## src/verilog/reclose_cfg.svh

```systemverilog
// Register map, field positions, reset values and timing for the reclose sequencer
// Functional notes
// - Pickup start: dead time chosen by fault type
// - Success: reclaim runs out, back to idle
// - Fault during reclaim gives final trip once the shots are used up
// - Final trip leaves reclosure dynamically blocked, except from idle while not ready
// - Up to eight reclose shots per sequence
// - Single-pole cycles only if mode selected
// - Single-pole mode: trip faulted pole only
// - Option: single-pole trip for two-phase unearthed
// - Multi-phase fault in single-pole mode: final three-pole trip, block
// - Single-pole-only mode: three-pole trip is final
// - Sequence starts when single-pole trip issued
// - Dead time starts on trip reset or pole open
// - Dead expiry: close and start blocking timer (single-pole) or reclaim timer
// - Blocked in single-pole dead: forced three-pole trip
// - Fault in blocking time after the last shot: final three-pole trip
// - Combined mode only when selected
// - Combined mode: single-pole trip single-phase faults
`ifndef RECLOSE_CFG_SVH
`define RECLOSE_CFG_SVH
`define AR_CLK_MHZ      50
`define AR_TICK_US      1000
`define AR_OFS_CTRL     8'h00
`define AR_OFS_DEAD1P   8'h04
`define AR_OFS_DEAD2PH  8'h08
`define AR_OFS_DEAD3P   8'h0c
`define AR_OFS_BLOCK    8'h10
`define AR_OFS_RECLAIM  8'h14
`define AR_OFS_STATUS   8'h18
`define AR_OFS_IRQ_ST   8'h1c
`define AR_OFS_IRQ_MASK 8'h20
`define AR_OFS_CMD      8'h24
`define AR_CTRL_EN      0
`define AR_CTRL_MODE    2:1
`define AR_CTRL_TP2     3
`define AR_CTRL_FORCE3P 4
`define AR_CTRL_PICKUP  5
`define AR_CTRL_CBCHK   6
`define AR_CTRL_SHOTS   10:8
`define AR_MODE_3P      2'h0
`define AR_MODE_1P      2'h1
`define AR_MODE_13P     2'h2
`define AR_CTRL_RST     32'h0000_0000
`define AR_TIME_RST     16'h0064
`define AR_IRQ_CLOSE    0
`define AR_IRQ_FINAL    1
`define AR_IRQ_DONE     2
`define AR_IRQ_BLOCK    3
`endif

```

## src/verilog/reclose_pkg.sv

```systemverilog
// Types shared by the reclose sequencer
package reclose_pkg;
  typedef enum logic [2:0] {
    ST_IDLE,
    ST_TRIP,
    ST_DEAD,
    ST_POST,
    ST_FINAL,
    ST_BLOCKED
  } seq_state_t;
  typedef logic [15:0] ticks_t;
endpackage
```

## src/verilog/auto_reclose_sequencer.sv

```systemverilog
// Automatic reclose sequencer with AXI4-Lite register slave and interrupt
`include "reclose_cfg.svh"
module auto_reclose_sequencer #(
  parameter int TICK_CYC = `AR_TICK_US * `AR_CLK_MHZ
) (
  input  wire logic        sys_clk,
  input  wire logic        rst,
  input  wire logic [7:0]  s_axi_awaddr,
  input  wire logic        s_axi_awvalid,
  output logic             s_axi_awready,
  input  wire logic [31:0] s_axi_wdata,
  input  wire logic [3:0]  s_axi_wstrb,
  input  wire logic        s_axi_wvalid,
  output logic             s_axi_wready,
  output logic [1:0]       s_axi_bresp,
  output logic             s_axi_bvalid,
  input  wire logic        s_axi_bready,
  input  wire logic [7:0]  s_axi_araddr,
  input  wire logic        s_axi_arvalid,
  output logic             s_axi_arready,
  output logic [31:0]      s_axi_rdata,
  output logic [1:0]       s_axi_rresp,
  output logic             s_axi_rvalid,
  input  wire logic        s_axi_rready,
  input  wire logic [2:0]  fault_phase,
  input  wire logic        fault_earth,
  input  wire logic        fault_in_ar_stage,
  input  wire logic [2:0]  pole_open,
  input  wire logic        cb_ready,
  input  wire logic        reclose_block,
  output logic [2:0]       trip_pole,
  output logic             final_trip,
  output logic             close_cmd,
  output logic             dyn_blocked,
  output logic             irq
);

  generate
    if (TICK_CYC < 2)
      $error("TICK_CYC must be at least 2");
  endgenerate

  localparam int TW = $clog2(TICK_CYC);

  // Number of phases picked up
  function automatic logic [1:0] n_ph(input logic [2:0] p);
    n_ph = 2'(p[0]) + 2'(p[1]) + 2'(p[2]);
  endfunction

  // Byte-lane merge for partial writes
  function automatic logic [31:0] wmerge(input logic [31:0] o, input logic [31:0] d,
                                         input logic [3:0] s);
    for (int i = 0; i < 4; i++)
      wmerge[i*8 +: 8] = s[i] ? d[i*8 +: 8] : o[i*8 +: 8];
  endfunction

  // Timer load never below one tick
  function automatic reclose_pkg::ticks_t tload(input reclose_pkg::ticks_t v);
    tload = (v == 16'h0000) ? 16'h0001 : v;
  endfunction

  // Pin inputs cross into the clock domain through two flip-flops
  logic [9:0] sync1_r;
  logic [9:0] sync2_r;
  always_ff @(posedge sys_clk)
  begin
    if (rst)
    begin
      sync1_r <= 10'h000;
      sync2_r <= 10'h000;
    end
    else
    begin
      sync1_r <= {reclose_block, cb_ready, pole_open, fault_in_ar_stage,
                  fault_earth, fault_phase};
      sync2_r <= sync1_r;
    end
  end

  logic [2:0] flt;
  logic       earth;
  logic       in_stage;
  logic [2:0] popen;
  logic       cb_rdy;
  logic       blk_in;
  assign flt      = sync2_r[2:0];
  assign earth    = sync2_r[3];
  assign in_stage = sync2_r[4];
  assign popen    = sync2_r[7:5];
  assign cb_rdy   = sync2_r[8];
  assign blk_in   = sync2_r[9];

  // Register file
  logic [31:0]          ctrl_r;
  reclose_pkg::ticks_t  dead1p_r;
  reclose_pkg::ticks_t  dead2ph_r;
  reclose_pkg::ticks_t  dead3p_r;
  reclose_pkg::ticks_t  block_r;
  reclose_pkg::ticks_t  reclaim_r;
  logic [3:0]           irq_st_r;
  logic [3:0]           irq_mask_r;
  logic                 unblock_r;
  logic [3:0]           ev_r;

  // Common tick for all sequence timers
  logic [TW-1:0] tick_cnt_r;
  logic          tick;
  assign tick = (tick_cnt_r == '0);
  always_ff @(posedge sys_clk)
  begin
    if (rst || tick)
      tick_cnt_r <= TW'(TICK_CYC - 1);
    else
      tick_cnt_r <= tick_cnt_r - 1'b1;
  end

  // Sequencer
  reclose_pkg::seq_state_t state_r;
  reclose_pkg::ticks_t     tmr_r;
  logic                    cyc1p_r;
  logic                    blk_after_r;
  logic [3:0]              shot_r;
  logic [1:0]              nph_r;
  logic [1:0]              mode;
  logic                    ready;
  logic                    single_ok;
  logic                    allow_3p;
  logic                    expired;
  logic                    more_shots;
  reclose_pkg::ticks_t     dead_val;

  assign mode = ctrl_r[`AR_CTRL_MODE];
  // Reclosure ready: enabled, not blocked, breaker fully closed, fault in the reclose stage
  assign ready = ctrl_r[`AR_CTRL_EN] && !dyn_blocked && !blk_in && (popen == 3'h0) &&
                 in_stage;
  // Single-pole only for the selected modes; combined mode needs its own code
  assign single_ok = (mode == `AR_MODE_1P || mode == `AR_MODE_13P) &&
                     ((n_ph(flt) == 2'd1) ||
                      (n_ph(flt) == 2'd2 && !earth && ctrl_r[`AR_CTRL_TP2]));
  // Single-pole-only mode never recloses after a three-pole trip
  assign allow_3p = (mode != `AR_MODE_1P);
  assign expired  = (tmr_r == 16'h0000);
  // Shot limit is field plus one, so at most eight
  assign more_shots = shot_r < ({1'b0, ctrl_r[`AR_CTRL_SHOTS]} + 4'h1);

  // Dead time by cycle type, or by fault type latched at the trip (pickup may be gone)
  always_comb
  begin
    if (cyc1p_r)
      dead_val = dead1p_r;
    else if (!ctrl_r[`AR_CTRL_PICKUP])
      dead_val = dead3p_r;
    else if (nph_r == 2'd1)
      dead_val = dead1p_r;
    else if (nph_r == 2'd2)
      dead_val = dead2ph_r;
    else
      dead_val = dead3p_r;
  end

  always_ff @(posedge sys_clk)
  begin
    if (rst)
    begin
      state_r     <= reclose_pkg::ST_IDLE;
      tmr_r       <= 16'h0000;
      cyc1p_r     <= 1'b0;
      blk_after_r <= 1'b0;
      shot_r      <= 4'h0;
      nph_r       <= 2'h0;
      trip_pole   <= 3'h0;
      final_trip  <= 1'b0;
      close_cmd   <= 1'b0;
      dyn_blocked <= 1'b0;
      ev_r        <= 4'h0;
    end
    else
    begin
      ev_r <= 4'h0;
      if (tick && !expired)
        tmr_r <= tmr_r - 16'h0001;
      // Close coil released once all poles report closed
      if (popen == 3'h0)
        close_cmd <= 1'b0;
      case (state_r)
        reclose_pkg::ST_IDLE:
        begin
          tmr_r  <= 16'h0000;
          shot_r <= 4'h0;
          if (flt != 3'h0)
          begin
            // Breaker must manage open-close-open at the first trip
            if (ready && (cb_rdy || !ctrl_r[`AR_CTRL_CBCHK]) &&
                (single_ok || allow_3p))
            begin
              state_r   <= reclose_pkg::ST_TRIP;
              cyc1p_r   <= single_ok;
              nph_r     <= n_ph(flt);
              trip_pole <= single_ok ? flt : 3'h7;
            end
            else
            begin
              // Not reclosable: three-pole trip with the stage without reclosure
              state_r     <= reclose_pkg::ST_FINAL;
              blk_after_r <= ready;
              trip_pole   <= 3'h7;
              final_trip  <= 1'b1;
              ev_r[`AR_IRQ_FINAL] <= 1'b1;
            end
          end
        end
        reclose_pkg::ST_TRIP:
        begin
          // Dead time starts on trip reset or pole opening
          if (flt == 3'h0 || (popen & trip_pole) != 3'h0)
          begin
            state_r   <= reclose_pkg::ST_DEAD;
            trip_pole <= 3'h0;
            tmr_r     <= tload(dead_val);
          end
        end
        reclose_pkg::ST_DEAD:
        begin
          if (blk_in)
          begin
            if (cyc1p_r && ctrl_r[`AR_CTRL_FORCE3P])
            begin
              // Avoids leaving the breaker open on one pole
              state_r     <= reclose_pkg::ST_FINAL;
              blk_after_r <= 1'b1;
              trip_pole   <= 3'h7;
              final_trip  <= 1'b1;
              ev_r[`AR_IRQ_FINAL] <= 1'b1;
            end
            else
            begin
              state_r     <= reclose_pkg::ST_BLOCKED;
              dyn_blocked <= 1'b1;
              ev_r[`AR_IRQ_BLOCK] <= 1'b1;
            end
          end
          else if (expired)
          begin
            // Close and supervision timer start together
            state_r   <= reclose_pkg::ST_POST;
            close_cmd <= 1'b1;
            tmr_r     <= tload(cyc1p_r ? block_r : reclaim_r);
            shot_r    <= shot_r + 4'h1;
            ev_r[`AR_IRQ_CLOSE] <= 1'b1;
          end
        end
        reclose_pkg::ST_POST:
        begin
          if (flt != 3'h0)
          begin
            close_cmd <= 1'b0;
            if (more_shots && !blk_in && (single_ok || allow_3p))
            begin
              state_r   <= reclose_pkg::ST_TRIP;
              cyc1p_r   <= single_ok;
              nph_r     <= n_ph(flt);
              trip_pole <= single_ok ? flt : 3'h7;
            end
            else
            begin
              // Fault while supervision timer runs and no further shot allowed: final three-pole trip
              state_r     <= reclose_pkg::ST_FINAL;
              blk_after_r <= 1'b1;
              trip_pole   <= 3'h7;
              final_trip  <= 1'b1;
              ev_r[`AR_IRQ_FINAL] <= 1'b1;
            end
          end
          else if (expired)
          begin
            state_r <= reclose_pkg::ST_IDLE;
            cyc1p_r <= 1'b0;
            ev_r[`AR_IRQ_DONE] <= 1'b1;
          end
        end
        reclose_pkg::ST_FINAL:
        begin
          tmr_r <= 16'h0000;
          if (flt == 3'h0)
          begin
            trip_pole   <= 3'h0;
            final_trip  <= 1'b0;
            blk_after_r <= 1'b0;
            if (blk_after_r)
            begin
              state_r     <= reclose_pkg::ST_BLOCKED;
              dyn_blocked <= 1'b1;
              ev_r[`AR_IRQ_BLOCK] <= 1'b1;
            end
            else
              state_r <= reclose_pkg::ST_IDLE;
          end
        end
        reclose_pkg::ST_BLOCKED:
        begin
          tmr_r <= 16'h0000;
          // A new fault while blocked is tripped three-pole without reclosure
          trip_pole  <= (flt != 3'h0) ? 3'h7 : 3'h0;
          final_trip <= (flt != 3'h0);
          if (unblock_r)
          begin
            state_r     <= reclose_pkg::ST_IDLE;
            dyn_blocked <= 1'b0;
          end
        end
        default:
          state_r <= reclose_pkg::ST_IDLE;
      endcase
    end
  end

  // AXI4-Lite write path: address and data taken in either order
  logic        aw_have_r;
  logic        w_have_r;
  logic [7:0]  awaddr_r;
  logic [31:0] wdata_r;
  logic [3:0]  wstrb_r;
  logic        wr_go;
  logic        wr_hit;
  assign wr_go = aw_have_r && w_have_r && !s_axi_bvalid;
  always_comb
  begin
    case (awaddr_r)
      `AR_OFS_CTRL, `AR_OFS_DEAD1P, `AR_OFS_DEAD2PH, `AR_OFS_DEAD3P, `AR_OFS_BLOCK,
      `AR_OFS_RECLAIM, `AR_OFS_STATUS, `AR_OFS_IRQ_ST, `AR_OFS_IRQ_MASK, `AR_OFS_CMD:
        wr_hit = 1'b1;
      default:
        wr_hit = 1'b0;
    endcase
  end

  always_ff @(posedge sys_clk)
  begin
    if (rst)
    begin
      aw_have_r     <= 1'b0;
      w_have_r      <= 1'b0;
      awaddr_r      <= 8'h00;
      wdata_r       <= 32'h0000_0000;
      wstrb_r       <= 4'h0;
      s_axi_awready <= 1'b0;
      s_axi_wready  <= 1'b0;
      s_axi_bvalid  <= 1'b0;
      s_axi_bresp   <= 2'h0;
    end
    else
    begin
      s_axi_awready <= !aw_have_r && !(s_axi_awvalid && s_axi_awready);
      s_axi_wready  <= !w_have_r && !(s_axi_wvalid && s_axi_wready);
      if (s_axi_awvalid && s_axi_awready)
      begin
        aw_have_r <= 1'b1;
        awaddr_r  <= {s_axi_awaddr[7:2], 2'b00};
      end
      if (s_axi_wvalid && s_axi_wready)
      begin
        w_have_r <= 1'b1;
        wdata_r  <= s_axi_wdata;
        wstrb_r  <= s_axi_wstrb;
      end
      if (wr_go)
      begin
        aw_have_r    <= 1'b0;
        w_have_r     <= 1'b0;
        s_axi_bvalid <= 1'b1;
        s_axi_bresp  <= wr_hit ? 2'h0 : 2'h2;
      end
      else if (s_axi_bvalid && s_axi_bready)
        s_axi_bvalid <= 1'b0;
    end
  end

  // Configuration registers; status is read-only
  always_ff @(posedge sys_clk)
  begin
    if (rst)
    begin
      ctrl_r     <= `AR_CTRL_RST;
      dead1p_r   <= `AR_TIME_RST;
      dead2ph_r  <= `AR_TIME_RST;
      dead3p_r   <= `AR_TIME_RST;
      block_r    <= `AR_TIME_RST;
      reclaim_r  <= `AR_TIME_RST;
      irq_mask_r <= 4'h0;
      unblock_r  <= 1'b0;
    end
    else
    begin
      unblock_r <= 1'b0;
      if (wr_go)
      begin
        case (awaddr_r)
          `AR_OFS_CTRL:     ctrl_r     <= wmerge(ctrl_r, wdata_r, wstrb_r);
          `AR_OFS_DEAD1P:   dead1p_r   <= 16'(wmerge({16'h0, dead1p_r}, wdata_r, wstrb_r));
          `AR_OFS_DEAD2PH:  dead2ph_r  <= 16'(wmerge({16'h0, dead2ph_r}, wdata_r, wstrb_r));
          `AR_OFS_DEAD3P:   dead3p_r   <= 16'(wmerge({16'h0, dead3p_r}, wdata_r, wstrb_r));
          `AR_OFS_BLOCK:    block_r    <= 16'(wmerge({16'h0, block_r}, wdata_r, wstrb_r));
          `AR_OFS_RECLAIM:  reclaim_r  <= 16'(wmerge({16'h0, reclaim_r}, wdata_r, wstrb_r));
          `AR_OFS_IRQ_MASK: irq_mask_r <= wstrb_r[0] ? wdata_r[3:0] : irq_mask_r;
          `AR_OFS_CMD:      unblock_r  <= wstrb_r[0] & wdata_r[0];
          default:          unblock_r  <= 1'b0;
        endcase
      end
    end
  end

  // Sticky event bits: write one clears, a new event in the same cycle wins
  always_ff @(posedge sys_clk)
  begin
    if (rst)
    begin
      irq_st_r <= 4'h0;
      irq      <= 1'b0;
    end
    else
    begin
      if (wr_go && awaddr_r == `AR_OFS_IRQ_ST && wstrb_r[0])
        irq_st_r <= (irq_st_r & ~wdata_r[3:0]) | ev_r;
      else
        irq_st_r <= irq_st_r | ev_r;
      irq <= |(irq_st_r & irq_mask_r);
    end
  end

  // AXI4-Lite read path: one read at a time, data one cycle after the address
  logic [31:0] rd_mux;
  logic        rd_hit;
  always_comb
  begin
    rd_hit = 1'b1;
    case ({s_axi_araddr[7:2], 2'b00})
      `AR_OFS_CTRL:     rd_mux = ctrl_r;
      `AR_OFS_DEAD1P:   rd_mux = {16'h0000, dead1p_r};
      `AR_OFS_DEAD2PH:  rd_mux = {16'h0000, dead2ph_r};
      `AR_OFS_DEAD3P:   rd_mux = {16'h0000, dead3p_r};
      `AR_OFS_BLOCK:    rd_mux = {16'h0000, block_r};
      `AR_OFS_RECLAIM:  rd_mux = {16'h0000, reclaim_r};
      `AR_OFS_STATUS:   rd_mux = {tmr_r, 4'h0, shot_r, final_trip, close_cmd,
                                  dyn_blocked, cyc1p_r, 1'b0, state_r};
      `AR_OFS_IRQ_ST:   rd_mux = {28'h0000000, irq_st_r};
      `AR_OFS_IRQ_MASK: rd_mux = {28'h0000000, irq_mask_r};
      `AR_OFS_CMD:      rd_mux = 32'h0000_0000;
      default:
      begin
        rd_mux = 32'h0000_0000;
        rd_hit = 1'b0;
      end
    endcase
  end

  always_ff @(posedge sys_clk)
  begin
    if (rst)
    begin
      s_axi_arready <= 1'b0;
      s_axi_rvalid  <= 1'b0;
      s_axi_rdata   <= 32'h0000_0000;
      s_axi_rresp   <= 2'h0;
    end
    else
    begin
      s_axi_arready <= !s_axi_rvalid && !(s_axi_arvalid && s_axi_arready);
      if (s_axi_arvalid && s_axi_arready)
      begin
        s_axi_rvalid <= 1'b1;
        s_axi_rdata  <= rd_mux;
        s_axi_rresp  <= rd_hit ? 2'h0 : 2'h2;
      end
      else if (s_axi_rvalid && s_axi_rready)
        s_axi_rvalid <= 1'b0;
    end
  end

endmodule

```

## config.mk

```make
export PLATFORM = sky130hd
export DESIGN_NAME = auto_reclose_sequencer
export DESIGN_NICKNAME = d
export VERILOG_FILES = /design/src/verilog/reclose_pkg.sv /design/src/verilog/auto_reclose_sequencer.sv
export VERILOG_INCLUDE_DIRS = /design/src /design/src/verilog
export SDC_FILE = /design/constraint.sdc
export NUM_CORES = 1
export LEC_CHECK = 0
export BUFFER_PORTS_ARGS = -buffer_cell sky130_fd_sc_hd__buf_4
export CORE_MARGIN = 4
export CORE_UTILIZATION = 45
export DETAILED_ROUTE_END_ITERATION = 10
export GPL_ROUTABILITY_DRIVEN = 0
export PLACE_DENSITY_LB_ADDON = 0.2
export SLEW_MARGIN = 10
export SYNTH_ARGS = -nofsm -noshare
export SYNTH_HDL_FRONTEND = slang
export SYNTH_SLANG_ARGS = --single-unit
export TNS_END_PERCENT = 50
```

## constraint.sdc

```tcl
create_clock -name sys_clk -period 4 [get_ports sys_clk]
set_input_delay 0.2 -clock sys_clk [delete_from_list [all_inputs] [get_ports sys_clk]]
set_output_delay 0.2 -clock sys_clk [all_outputs]
set_load 0.03 [all_outputs]
```

==> summary by stage <==
Status
The run finished with clean final reports.

Yosys
By count the netlist is led by 278 x dfxtp_1, 254 x nand2_1, 177 x a21oi_1. In this run the cell area of the synthesized design comes to approximately 13000 um2. Counting every instance in the synthesized netlist gives ~1600. By area the synthesized netlist is led by dfxtp_1 43%, nand2_1 7.4%, a21oi_1 6.8%. The fraction of synthesized cell area taken by the top area cell type is 0.429. The count of state elements after synthesis is 278. Among all flip-flop cells after synthesis, the most frequent one is dfxtp_1. The async set-reset flop share out of synthesis is 0. Counting flops with a built-in enable in the synthesized netlist gives 0. The Yosys step of the flow raised 0 warnings.

The dominant cell type by area after synthesis is dfxtp_1. The number of distinct library cells after synthesis is 88. The most common cell in the netlist is dfxtp_1.

The part of the Yosys area used for sequential elements is 0.429. In this run the mean area of a mapped cell was approximately 8 um2.

STA
The post-route setup TNS is 0 ns. The final-report setup violation count is 0. Setup repair after global routing left no endpoint under its margin.

For the pin with the worst max-slew slack, the measured transition is about 1.2 ns. The final max-slew violation count was 0. The hold violation count in the final report is 0. The worst path in the final design needs a cycle of slightly below 3 ns, including I/O delays and setup. Derived from the worst setup path, the maximum achievable clock frequency is about 340 MHz. Of the available clock period, the critical path in the final layout requires 0.743. The post-route clock skew is around 0.010 ns. The worst slew slack as a fraction of its limit is 0.226.

Cells and area
The fraction of layout cells with a size suffix above 1 is 0.139. The cell area after layout is 15700 um2. The filler cells instantiated in the layout total between 2000 and 3000. The synthesis-to-finish area growth is 20.9%. The number of diodes added for antenna fixing is 0. Excluding fillers, the count of instances in the completed layout stands at 2110. The total number of nets in the final design is 1787.

Routing
After detailed routing, the number of remaining DRC violations is 0. Before antenna repair, the detailed router went through 9 iterations. The detailed router finished its first iteration with between 1500 and 2000 violations. The routed layout has 12700 vias. The antenna violation net count after detailed routing is 0.

The ratio of routed vias to standard cells is about 6. After detailed routing, the average wire length per cell comes to slightly below 20 um. The total wire length after detailed routing is a little over 40 mm.

Flow run
The number of maximum-capacitance violations is 0.

Pwr
The total power draw is between 6 and 7 mW. The highest ir drop seen on vdd is 279 uV. The cell leakage power is slightly below 6 nW. The power density over cell area is a little under 400 nW/um2.

Clocking
The clock reaches the later pin of the worst-skew pair after around 0.55 ns. In this run, post-CTS repair resized a total of 0 instances. The clock passes through at most 3 buffers.

The number of setup buffers added after CTS is 0. After clock tree synthesis, the clock-pin slew on the worst setup and hold paths is about 0.060 ns. The cell sitting at the root of the clock tree is a clkbuf_16. CTS built an H-tree with a depth of 1. The TritonCTS clock tree is done.

CTS saw around 280 sinks. The number of buffers inserted during clock tree synthesis is 30.

Setup path
For the worst flop-to-flop path, the logic depth is 7. The arrival time of data at the critical path endpoint is about 3.4 ns. The buffering stage count on the worst path with inverters included is 0. The reg-to-reg startpoint is sync2_r[1]. In this design, the stage delay of the slowest critical-path cell is 0.60 ns. The critical path is of the register to register type. The master of the slowest instance on the critical path is a211oi_1. The setup slack of the most critical reg-to-reg path is about 1.0 ns. The category of the worst setup path launch point is a register.

The sort of element at the end of the critical path is a register. At the worst endpoint, the required time is 4.41 ns. The family of cells with the greatest summed delay on the critical path is compound AO/OA/AOI/OAI gates.

Of all nets on the critical path, the largest fanout is 7. Traced cell by cell, the critical path runs through fa_1, and4bb_2, o21bai_1, a211oi_1, nand2_1, a221oi_1, a31oi_1. The endpoint of the most critical register-to-register path is trip_pole[2].

GRT
The residual overflow from global routing is 0. Entering global routing, the biggest net connects 103 pins. The number of antenna violations at the first check in global routing is 0. The via count of the first global-routing pass came to ~12000. The wire length of the first global-routing pass is approximately 65 mm.

The aggregate global-route resource usage is 0.256.

Floorplanning
The initial standard-cell utilization of the core is 0.462. The chip height is 178 um. The standard-cell row count is just over 60. For this design the top-level I/O count stands at ~120. The floorplan step defined a die boundary enclosing ~32000 um2. In this run the horizontal extent of the chip is 178 um. The core region is approximately 28000 um2.

Place
The post-detailed-placement cell area is around 14000 um2. The number of placed cells counting well taps is around 2000. The count of buffers added on input and output ports is 110.

The half-perimeter wire length after placement is around 29 mm.

Hold path
The worst hold path terminates at s_axi_rresp[1]. The number of stages on the worst hold path is 3. The path class of the tightest hold or removal check is primary input to register. The origin of the worst min-delay path is s_axi_araddr[6].
-- stage by stage --
step | hold WS, ns | setup WS (ns) | util
after global routing | 0.0555 | 0.793 | 0.558
after floorplan | 0.328 | 1.50 | -
final | 0.0366 | 1.03 | 0.558
after CTS | 0.0268 | 1.09 | 0.558
after global placement | 0.392 | 1.14 | 0.498
after detailed placement | 0.400 | 1.09 | 0.498
-- placed cells by master (no fill, tap or decap), types with 10 or more instances in the layout --
cell type | Yosys | routed
a222oi_1 | 10 | 10
nand2_1 | 254 | 254
o21ai_0 | 35 | 34
nor2b_1 | 33 | 32
mux2_2 | 15 | 15
a22oi_1 | 59 | 59
mux2i_1 | 45 | 45
buf_4 | 2 | 133
clkbuf_16 | 0 | 31
clkbuf_8 | 1 | 10
nand3_1 | 124 | 124
dlygate4sd3_1 | 0 | 61
a21oi_1 | 177 | 177
nor4_1 | 23 | 23
inv_1 | 22 | 22
xnor2_1 | 11 | 11
nand2b_1 | 17 | 17
nor2_1 | 138 | 138
dfxtp_1 | 278 | 278
a31oi_1 | 18 | 18
nor3_1 | 23 | 23
-- timing repair --
item / 4_1_cts / 5_1_grt
endpoints found under the setup margin: 0 / 0
endpoints found under the hold margin: 55 / 0
hold buffers: 61 / 0
-- how the worst max path moves through the flow --
| stage | startpoint | end | slack, ns | cells after the start |
|---|---|---|---|---|
| 2_1_floorplan | sync2_r[1] | cyc1p_r | 1.50 | 7 |
| 3_3_place_gp | sync2_r[1] | trip_pole[2] | 1.14 | 7 |
| 3_5_place_dp | sync2_r[1] | trip_pole[1] | 1.09 | 7 |
| 4_1_cts | sync2_r[1] | trip_pole[1] | 1.09 | 7 |
| 5_1_grt | sync2_r[1] | trip_pole[0] | 0.79 | 7 |
| 6_report | sync2_r[1] | trip_pole[2] | 1.03 | 7 |
-- final cells by class --
cell class / instances / area (um2) / share of cell area
clock buffer: 43 / 921 / 0.0587
clock inverter: 13 / 151 / 0.00966
inverter: 23 / 86.3 / 0.00551
multi-input combinational: 1179 / 6840 / 0.436
sequential: 278 / 5570 / 0.355
tap: 378 / 473 / 0.0302
timing repair buffer: 196 / 1640 / 0.105
-- tightest hold or removal path, stage by stage --
cell and delay, ns:
buf_4 0.13, nor2_1 0.12, a311oi_1 0.10
-- cells by family (layout without fill, tap and decap cells) --
group | Yosys count | after routing | share of synthesized area
adders and majority gates | 10 | 10 | 0.0102
xor gates and xnor gates | 20 | 20 | 0.0135
muxes | 62 | 62 | 0.0512
AOI/OAI and AO/OA | 391 | 391 | 0.194
DFF | 278 | 278 | 0.429
other | 1 | 2 | 0.000289
buffers and inverters | 141 | 275 | 0.0449
and+or+nand+nor | 694 | 694 | 0.257
-- registers in the layout, summed over array words and instances, names as in the netlist, 2 cells and up --
name	cells
irq_st_r	4
ev_r	4
dead1p_r	16
block_r	16
dead2ph_r	16
nph_r	2
shot_r	4
tmr_r	16
trip_pole	3
sync1_r	10
irq_mask_r	4
ctrl_r	32
tick_cnt_r	16
wstrb_r	4
sync2_r	10
awaddr_r	6
s_axi_rdata	32
wdata_r	32
dead3p_r	16
reclaim_r	16
state_r	3
-- power breakdown --
group          total [mW]  internal, mW  switching, mW
clock                2.92          1.79           1.13
combinational       0.407         0.172          0.236
sequential           2.89          2.82         0.0700
total                6.22          4.78           1.44
-- metal layers --
metal  share of wire  GRT usage  vias up
li1                -          -     5957
met1            0.43      0.361     6032
met2            0.45      0.407      614
met3           0.093     0.0358      111
met4           0.034     0.0780        0
met5               0          0        -
(Power assumes the default switching activity.)
